`config.mk`:
```
export PLATFORM = sky130hd
export DESIGN_NAME = dtc_top
export DESIGN_NICKNAME = d
export VERILOG_FILES = /design/src/hdl/dtc_pkg.sv /design/src/hdl/dtc_cycle_gen.sv /design/src/hdl/dtc_edge_sense.sv /design/src/hdl/dtc_top.sv
export SDC_FILE = /design/constraint.sdc
export NUM_CORES = 1
export LEC_CHECK = 0
export BUFFER_PORTS_ARGS = -buffer_cell sky130_fd_sc_hd__buf_2
export CAP_MARGIN = 30
export CORE_MARGIN = 2
export CORE_UTILIZATION = 41
export DETAILED_ROUTE_END_ITERATION = 8
export HOLD_SLACK_MARGIN = 0.06
export SYNTH_ARGS = -nofsm -noshare
export SYNTH_HDL_FRONTEND = slang
export SYNTH_HIERARCHICAL = 1
export SYNTH_SLANG_ARGS = --single-unit
```
`constraint.sdc`:
```
create_clock -name ref_clk -period 3.7 [get_ports ref_clk]
set_input_delay 0.185 -clock ref_clk [delete_from_list [all_inputs] [get_ports ref_clk]]
set_output_delay 0.185 -clock ref_clk [all_outputs]
set_load 0.03 [all_outputs]
```
`src/hdl/dtc_pkg.sv`:
```
// Purpose: shared constants and types for the dual timer/counter block
// Assumes: 32-bit apb data, byte-wide timer registers in the low bits
// Notes:   all register offsets are byte addresses of aligned words
package dtc_pkg;

    // ------------------------------------------------------------------
    // register map
    // ------------------------------------------------------------------
    localparam logic [7:0] ADDR_MODE = 8'h00;
    localparam logic [7:0] ADDR_CTRL = 8'h04;
    localparam logic [7:0] ADDR_TL0  = 8'h08;
    localparam logic [7:0] ADDR_TH0  = 8'h0C;
    localparam logic [7:0] ADDR_TL1  = 8'h10;
    localparam logic [7:0] ADDR_TH1  = 8'h14;
    localparam logic [7:0] ADDR_CLK  = 8'h18;

    // ------------------------------------------------------------------
    // field positions and reset values
    // ------------------------------------------------------------------
    localparam int         CTRL_RUN0_BIT = 4;
    localparam int         CTRL_OVF0_BIT = 5;
    localparam int         CTRL_RUN1_BIT = 6;
    localparam int         CTRL_OVF1_BIT = 7;
    localparam int         CLK_FAST_BIT  = 0;
    localparam logic [7:0] RST_MODE      = 8'h00;
    localparam logic [1:0] RST_RUN       = 2'b00;
    localparam logic [1:0] RST_FLAG      = 2'b00;
    localparam logic [7:0] RST_BYTE      = 8'h00;
    localparam logic [4:0] PRESC_MAX     = 5'h1F;
    localparam logic [7:0] BYTE_MAX      = 8'hFF;

    // ------------------------------------------------------------------
    // machine cycle timing, in oscillator periods
    // ------------------------------------------------------------------
    localparam int         OSC_PER_CYCLE      = 12;
    localparam int         OSC_PER_CYCLE_FAST = 6;
    localparam logic [3:0] DIV_SLOW_LAST      = 4'(OSC_PER_CYCLE - 1);
    localparam logic [3:0] DIV_FAST_LAST      = 4'(OSC_PER_CYCLE_FAST - 1);

    // ------------------------------------------------------------------
    // types
    // ------------------------------------------------------------------
    typedef enum logic [1:0] {
        MODE_13     = 2'b00,
        MODE_16     = 2'b01,
        MODE_RELOAD = 2'b10,
        MODE_SPLIT  = 2'b11
    } dtc_mode_type;

    typedef struct packed {
        logic         gate;
        logic         cnt_sel;
        dtc_mode_type mode;
    } dtc_tcfg_type;

    typedef struct packed {
        logic [7:0] high;
        logic [7:0] low;
    } dtc_count_type;

    typedef struct packed {
        logic          ovf;
        dtc_count_type cnt;
    } dtc_step_type;

endpackage

```
`src/hdl/dtc_cycle_gen.sv`:
```
// Purpose: machine cycle tick from the oscillator clock
// Assumes: ref_clk is the oscillator, divided by twelve or six
// Notes:   tick is a one-clock pulse, registered
`timescale 1ns/100ps
module dtc_cycle_gen
    import dtc_pkg::*;
(
    input  wire logic ref_clk,
    input  wire logic rst_n,
    input  wire logic ce,
    input  wire logic fast_sel,
    output logic      tick
);

    logic [3:0] div_q;
    logic [3:0] last;

    assign last = fast_sel ? DIV_FAST_LAST : DIV_SLOW_LAST;

    always_ff @(posedge ref_clk) begin
        if (!rst_n) begin
            div_q <= 4'h0;
            tick  <= 1'b0;
        end else if (ce) begin
            // switching divide ratio mid-cycle may stretch one cycle
            if (div_q >= last) begin
                div_q <= 4'h0;
                tick  <= 1'b1;
            end else begin
                div_q <= div_q + 4'h1;
                tick  <= 1'b0;
            end
        end
    end

endmodule

```
`src/hdl/dtc_edge_sense.sv`:
```
// Purpose: falling edge detector on a count pin, sampled per machine cycle
// Assumes: pin is synchronous to ref_clk
// Notes:   fall pulses for one clock after the tick that saw high then low
`timescale 1ns/100ps
module dtc_edge_sense (
    input  wire logic ref_clk,
    input  wire logic rst_n,
    input  wire logic ce,
    input  wire logic tick,
    input  wire logic pin,
    output logic      fall
);

    logic samp_q;

    always_ff @(posedge ref_clk) begin
        if (!rst_n) begin
            samp_q <= 1'b0;
            fall   <= 1'b0;
        end else if (ce) begin
            fall <= tick & samp_q & ~pin;
            if (tick) begin
                samp_q <= pin;
            end
        end
    end

endmodule

```
`src/hdl/dtc_top.sv`:
```
// Purpose: two 16-bit up timer/counters with apb register access
// Assumes: count and gate pins synchronous to ref_clk; instr_done marks
//          the end of each processor instruction
// Notes:   mode and run writes wait in shadow registers until instr_done
`timescale 1ns/100ps
module dtc_top
    import dtc_pkg::*;
(
    input  wire logic        ref_clk,
    input  wire logic        rst_n,
    input  wire logic        ce,
    input  wire logic        psel,
    input  wire logic        penable,
    input  wire logic        pwrite,
    input  wire logic [7:0]  paddr,
    input  wire logic [31:0] pwdata,
    output logic [31:0]      prdata,
    output logic             pready,
    output logic             pslverr,
    input  wire logic        count_input_0,
    input  wire logic        count_input_1,
    input  wire logic        ext_irq_pin_0,
    input  wire logic        ext_irq_pin_1,
    input  wire logic        instr_done,
    input  wire logic [1:0]  vec_ack,
    output logic             ovf_flag_0,
    output logic             ovf_flag_1,
    output logic             baud_pulse
);

    // ------------------------------------------------------------------
    // state
    // ------------------------------------------------------------------
    dtc_tcfg_type [1:0] cfg_q;
    dtc_tcfg_type [1:0] cfg_pend_q;
    logic [1:0]         run_q;
    logic [1:0]         run_pend_q;
    logic               fast_q;
    dtc_count_type      cnt_q [2];
    dtc_count_type      cnt_d [2];
    dtc_step_type       step  [2];
    logic [1:0]         inc;
    logic [1:0]         ovf_evt;
    logic [1:0]         flag_set;
    logic [1:0]         flag_clr;
    logic [1:0]         wr_lo;
    logic [1:0]         wr_hi;
    logic [1:0]         edge_fall;
    logic [1:0]         count_pins;
    logic [1:0]         gate_pins;
    logic               tick;
    logic               split0;
    logic               hi_inc;
    logic               hi_ovf;
    logic               acc_first;
    logic               wr_en;
    logic               mapped;
    logic [7:0]         rd_byte;

    assign count_pins = {count_input_1, count_input_0};
    // pins are only read here, never loaded or altered
    assign gate_pins  = {ext_irq_pin_1, ext_irq_pin_0};
    assign split0     = (cfg_q[0].mode == MODE_SPLIT);

    // ------------------------------------------------------------------
    // step of one count register by one increment
    // ------------------------------------------------------------------
    function automatic dtc_step_type step_count(dtc_mode_type m, dtc_count_type c);
        dtc_step_type r;
        r.cnt = c;
        r.ovf = 1'b0;
        unique case (m)
            MODE_13: begin
                // upper three low bits are left alone and carry no meaning
                r.cnt.low[4:0] = c.low[4:0] + 5'h01;
                if (c.low[4:0] == PRESC_MAX) begin
                    r.cnt.high = c.high + 8'h01;
                    r.ovf      = (c.high == BYTE_MAX);
                end
            end
            MODE_16: begin
                {r.ovf, r.cnt} = {1'b0, c} + 17'h0_0001;
            end
            MODE_RELOAD: begin
                if (c.low == BYTE_MAX) begin
                    r.cnt.low = c.high;
                    r.ovf     = 1'b1;
                end else begin
                    r.cnt.low = c.low + 8'h01;
                end
            end
            MODE_SPLIT: begin
                {r.ovf, r.cnt.low} = {1'b0, c.low} + 9'h001;
            end
        endcase
        return r;
    endfunction

    // ------------------------------------------------------------------
    // machine cycle and count pin sampling
    // ------------------------------------------------------------------
    dtc_cycle_gen u_cycle (
        .ref_clk  (ref_clk),
        .rst_n    (rst_n),
        .ce       (ce),
        .fast_sel (fast_q),
        .tick     (tick)
    );

    genvar gi;
    generate
        for (gi = 0; gi < 2; gi++) begin : g_tmr
            logic src;
            logic run_eff;
            logic allowed;

            // a level held under one machine cycle may be missed entirely
            dtc_edge_sense u_edge (
                .ref_clk (ref_clk),
                .rst_n   (rst_n),
                .ce      (ce),
                .tick    (tick),
                .pin     (count_pins[gi]),
                .fall    (edge_fall[gi])
            );

            assign src = cfg_q[gi].cnt_sel ? edge_fall[gi] : tick;
            // timer 1 keeps running without its own run bit while timer 0 is in split mode, unless timer 1 is itself in reload or split mode
            assign run_eff = (gi == 0) ? run_q[0] : (split0 | run_q[1]);
            assign allowed = (gi == 0) ? 1'b1 : ~cfg_q[1].mode[1];
            assign inc[gi] = ce & run_eff & allowed & src
                           & (~cfg_q[gi].gate | gate_pins[gi]);
            assign step[gi]    = step_count(cfg_q[gi].mode, cnt_q[gi]);
            assign ovf_evt[gi] = inc[gi] & step[gi].ovf;

            always_comb begin
                cnt_d[gi] = cnt_q[gi];
                if (inc[gi]) begin
                    cnt_d[gi] = step[gi].cnt;
                end
                if ((gi == 0) && hi_inc) begin
                    cnt_d[gi].high = cnt_q[gi].high + 8'h01;
                end
                if (wr_lo[gi]) begin
                    cnt_d[gi].low = pwdata[7:0];
                end
                if (wr_hi[gi]) begin
                    cnt_d[gi].high = pwdata[7:0];
                end
            end

            always_ff @(posedge ref_clk) begin
                if (!rst_n) begin
                    cnt_q[gi] <= {RST_BYTE, RST_BYTE};
                end else if (ce) begin
                    cnt_q[gi] <= cnt_d[gi];
                end
            end
        end
    endgenerate

    // split high byte counts machine cycles under timer 1's run bit
    assign hi_inc = ce & tick & run_q[1] & split0;
    assign hi_ovf = hi_inc & (cnt_q[0].high == BYTE_MAX);

    // ------------------------------------------------------------------
    // overflow flags and serial port pulse
    // ------------------------------------------------------------------
    assign flag_set[0] = ovf_evt[0];
    assign flag_set[1] = split0 ? hi_ovf : ovf_evt[1];
    assign flag_clr[0] = vec_ack[0]
                       | (wr_en & (paddr == ADDR_CTRL) & ~pwdata[CTRL_OVF0_BIT]);
    assign flag_clr[1] = vec_ack[1]
                       | (wr_en & (paddr == ADDR_CTRL) & ~pwdata[CTRL_OVF1_BIT]);

    always_ff @(posedge ref_clk) begin
        if (!rst_n) begin
            ovf_flag_0 <= RST_FLAG[0];
            ovf_flag_1 <= RST_FLAG[1];
        end else if (ce) begin
            // a new overflow beats a clear in the same cycle
            ovf_flag_0 <= flag_set[0] | (ovf_flag_0 & ~flag_clr[0]);
            ovf_flag_1 <= flag_set[1] | (ovf_flag_1 & ~flag_clr[1]);
        end
    end

    always_ff @(posedge ref_clk) begin
        if (!rst_n) begin
            baud_pulse <= 1'b0;
        end else if (ce) begin
            baud_pulse <= ovf_evt[1];
        end
    end

    // ------------------------------------------------------------------
    // mode and run control, committed at instruction end
    // ------------------------------------------------------------------
    always_ff @(posedge ref_clk) begin
        if (!rst_n) begin
            cfg_pend_q <= RST_MODE;
            run_pend_q <= RST_RUN;
        end else if (ce) begin
            if (wr_en && (paddr == ADDR_MODE)) begin
                cfg_pend_q <= pwdata[7:0];
            end
            if (wr_en && (paddr == ADDR_CTRL)) begin
                run_pend_q <= {pwdata[CTRL_RUN1_BIT], pwdata[CTRL_RUN0_BIT]};
            end
        end
    end

    always_ff @(posedge ref_clk) begin
        if (!rst_n) begin
            cfg_q <= RST_MODE;
            run_q <= RST_RUN;
        end else if (ce && instr_done) begin
            // counts are not touched when run is committed
            cfg_q <= cfg_pend_q;
            run_q <= run_pend_q;
        end
    end

    always_ff @(posedge ref_clk) begin
        if (!rst_n) begin
            fast_q <= 1'b0;
        end else if (ce && wr_en && (paddr == ADDR_CLK)) begin
            fast_q <= pwdata[CLK_FAST_BIT];
        end
    end

    // ------------------------------------------------------------------
    // apb slave: one wait state, registered answer
    // ------------------------------------------------------------------
    assign mapped = (paddr == ADDR_MODE) | (paddr == ADDR_CTRL) | (paddr == ADDR_CLK)
                  | (paddr == ADDR_TL0) | (paddr == ADDR_TH0)
                  | (paddr == ADDR_TL1) | (paddr == ADDR_TH1);
    assign acc_first = psel & penable & ~pready;
    assign wr_en     = psel & penable & pready & pwrite & mapped;
    assign wr_lo     = {wr_en & (paddr == ADDR_TL1), wr_en & (paddr == ADDR_TL0)};
    assign wr_hi     = {wr_en & (paddr == ADDR_TH1), wr_en & (paddr == ADDR_TH0)};

    always_comb begin
        rd_byte = 8'h00;
        unique case (1'b1)
            (paddr == ADDR_MODE): rd_byte = cfg_q;
            (paddr == ADDR_CTRL): rd_byte = {ovf_flag_1, run_q[1], ovf_flag_0, run_q[0],
                                             4'h0};
            (paddr == ADDR_TL0):  rd_byte = cnt_q[0].low;
            (paddr == ADDR_TH0):  rd_byte = cnt_q[0].high;
            (paddr == ADDR_TL1):  rd_byte = cnt_q[1].low;
            (paddr == ADDR_TH1):  rd_byte = cnt_q[1].high;
            (paddr == ADDR_CLK):  rd_byte = {7'h00, fast_q};
            default:              rd_byte = 8'h00;
        endcase
    end

    always_ff @(posedge ref_clk) begin
        if (!rst_n) begin
            pready  <= 1'b0;
            pslverr <= 1'b0;
            prdata  <= 32'h0000_0000;
        end else if (ce) begin
            pready  <= acc_first;
            pslverr <= acc_first & ~mapped;
            if (acc_first) begin
                prdata <= pwrite ? 32'h0000_0000 : {24'h00_0000, rd_byte};
            end
        end
    end
endmodule

```
==> metrics <==
Final Non-Filler Cells 730; Die X 112.7 um; CTS Buf Count 9; sequential element share of the synthesized area 37.63%; first-pass GRT wire length 21.94 mm; Power, Total 2.011 mW; ys async rst share 0%; Skew-Pair Late Insertion Delay 0.35 ns; fin crit period 2.491 ns; Gate Count Post-Synth 559; Synth Cell Area 4841 um^2; CP Capture Type register; Core Area 11,470 um^2; Distinct cells, synth 59; CP Data Required Time 3.71 ns; GRT Total Usage 22.38%; initial DRC count 435; final net count 645; Max-slew headroom 31.70%; routed len/inst 19.02 um; DR vias 4,316; fillers 1,102; setup skew after layout 0.005842 ns; Post-synth EDFFs 32; Placed Cells 714; total die area 12,690 um^2; largest area contributor in the netlist edfxtp_1; diode count 0; starting density of the core 42.21%; RSZ-0062 raised after global routing no; vias in the first global route 4,013; TritonCTS clock tree yes; routed vias/inst 5.912; Post-CTS Hold Fix Bufs 0; f_max 0.4015 GHz; commonest non-fill, non-tap cell in the layout nand2_1; Residual DRC 0; CTS max path bufs 2; CTS clk-pin slew, worst paths 0.06 ns; Fin. Hold Viols 0; Area contributors post-synth edfxtp_1 (20%), dfxtp_1 (18%), nand2_1 (6.2%); CTS Root Cell clkbuf_16; I/O pins 90; Avg Inst Size Synth 8.660 um^2; largest net degree at the start of global routing 39; Critical Path AT 2.50 ns; number of synthesized register bits 75; max cap viols 0; Cell Pwr Density 377.0 nW/um^2; post_cts resized 0; Std-Cell Rows 39; kind of critical path reg2reg; Setup Viol. Count Final 0; DIE HEIGHT 112.7 um; Leak 1.950 nW; main flop type after synthesis dfxtp_1; postcts setup bufs 0; Port Buffers 41; CP max FO 9; setup tns final 0 ns; layout cells sized above 1 12.78%; Startpoint Class register; share of Yosys cell area claimed by the top area cell type 19.85%; initial antenna violation count 0; Max VDD drop 0.2419 mV; Ys Warns 6; drt pass-1 iters 8; final worst slack 1.209 ns; grt total ovfl 0; final design utilization 46.51%; DP Worst Slack 1.011 ns; WL final 13.88 mm; Routed Antenna Nets 0; htree depth 3; Area Growth Syn to Fin 10.18%; placed wire-length estimate 9.996 mm; Clock Sink Count 75; final worst path period share 67.31%; pins over their slew limit 0; Hold WC Path Type in2reg; FF-to-FF setup slack 1.21 ns; gp weighted congestion 0.8922; Worst-Margin Slew 0.9986 ns; most frequent cells in the layout nand2_1 (80), o21ai_0 (45), dfxtp_1 (43); status finished, final reports clean
==> sequential cells by signal, indices dropped and copies added, names as in the netlist <==
register             flops
cfg_q                    8
ovf_flag_0               1
run_q                    2
run_pend_q               2
ovf_flag_1               1
baud_pulse               1
g_tmr.u_edge/samp_q      2
prdata                   8
pready                   1
u_cycle/tick             1
u_cycle/div_q            4
pslverr                  1
cfg_pend_q               8
g_tmr.u_edge/fall        2
fast_q                   1
cnt_q                   32
==> where the power goes <==
group          switching, mW  total [mW]  leakage (nW)  internal [mW]
Clock                  0.364       0.902         0.153          0.538
Combinational          0.133       0.193          1.12         0.0598
Sequential            0.0324       0.916         0.677          0.883
==> routing by layer <==
layer	vias up	global-route usage, %	wire length, um
met5	-	0	0
met4	0	8.211	298
met3	22	3.564	962
met2	183	34.17	6275
met1	2074	32.04	6345
li1	2037	-	-
==> synth_stat cells (8+ instances only) <==
cell type / instances
nor2b_1: 19
nand2b_1: 8
nor2_1: 22
dfxtp_1: 43
nand3_1: 18
nand4_1: 12
edfxtp_1: 32
xnor2_1: 9
inv_1: 13
o21ai_0: 45
mux2i_1: 21
nor3_1: 10
a31oi_1: 8
ha_1: 10
and3_1: 11
nand2_1: 80
clkbuf_1: 26
o211ai_1: 8
a21oi_1: 27
buf_4: 24
a21boi_0: 15
xor2_1: 13
==> worst max-delay path: stages (launching register included) <==
cell       delay (ns)
dfxtp_1          0.43
nand2b_1         0.21
a2111oi_0        0.87
o31a_1           0.26
o21ai_0          0.09
nand2_1          0.30
==> final cells by class <==
type	count	area, um^2	area share, %
clock buffer	12	279.0	5.231
sequential	75	1822	34.15
multi-input combinational	440	2756	51.68
tap	143	178.9	3.354
timing repair buffer	43	220.2	4.129
clock inverter	4	28.78	0.5395
inverter	13	48.80	0.9148
==> worst paths after layout <==
check	from	to	cells after the start
setup / recovery	cfg_q[5]	cnt_q[1][11]	5
hold reg to reg	prdata[0]	prdata[0]	2
setup reg to reg	cfg_q[5]	cnt_q[1][11]	5
hold / removal	count_input_0	g_tmr[0].u_edge/fall	3
==> cells by family after synthesis <==
| logic type | after synthesis | share of synthesized area (%) |
|---|---|---|
| xor gates and xnor gates | 22 | 3.980 |
| and+or+nand+nor | 211 | 22.51 |
| muxes | 29 | 6.901 |
| other | 1 | 0.07747 |
| buffers and inverters | 67 | 7.211 |
| DFF | 75 | 37.63 |
| adders and majority gates | 10 | 2.585 |
| AOI/OAI and AO/OA | 144 | 19.10 |
==> metrics by stage <==
stage | area, um^2 | hold WS [ns]
finish | 5334 | 0.1299
global route | 5334 | 0.1594
CTS | 5334 | 0.1186
detailed placement | 5026 | 0.4429
global placement | 5026 | 0.4337
floorplan | 4927 | 0.2744
No activity file was read; power rests on OpenSTA's default activity.
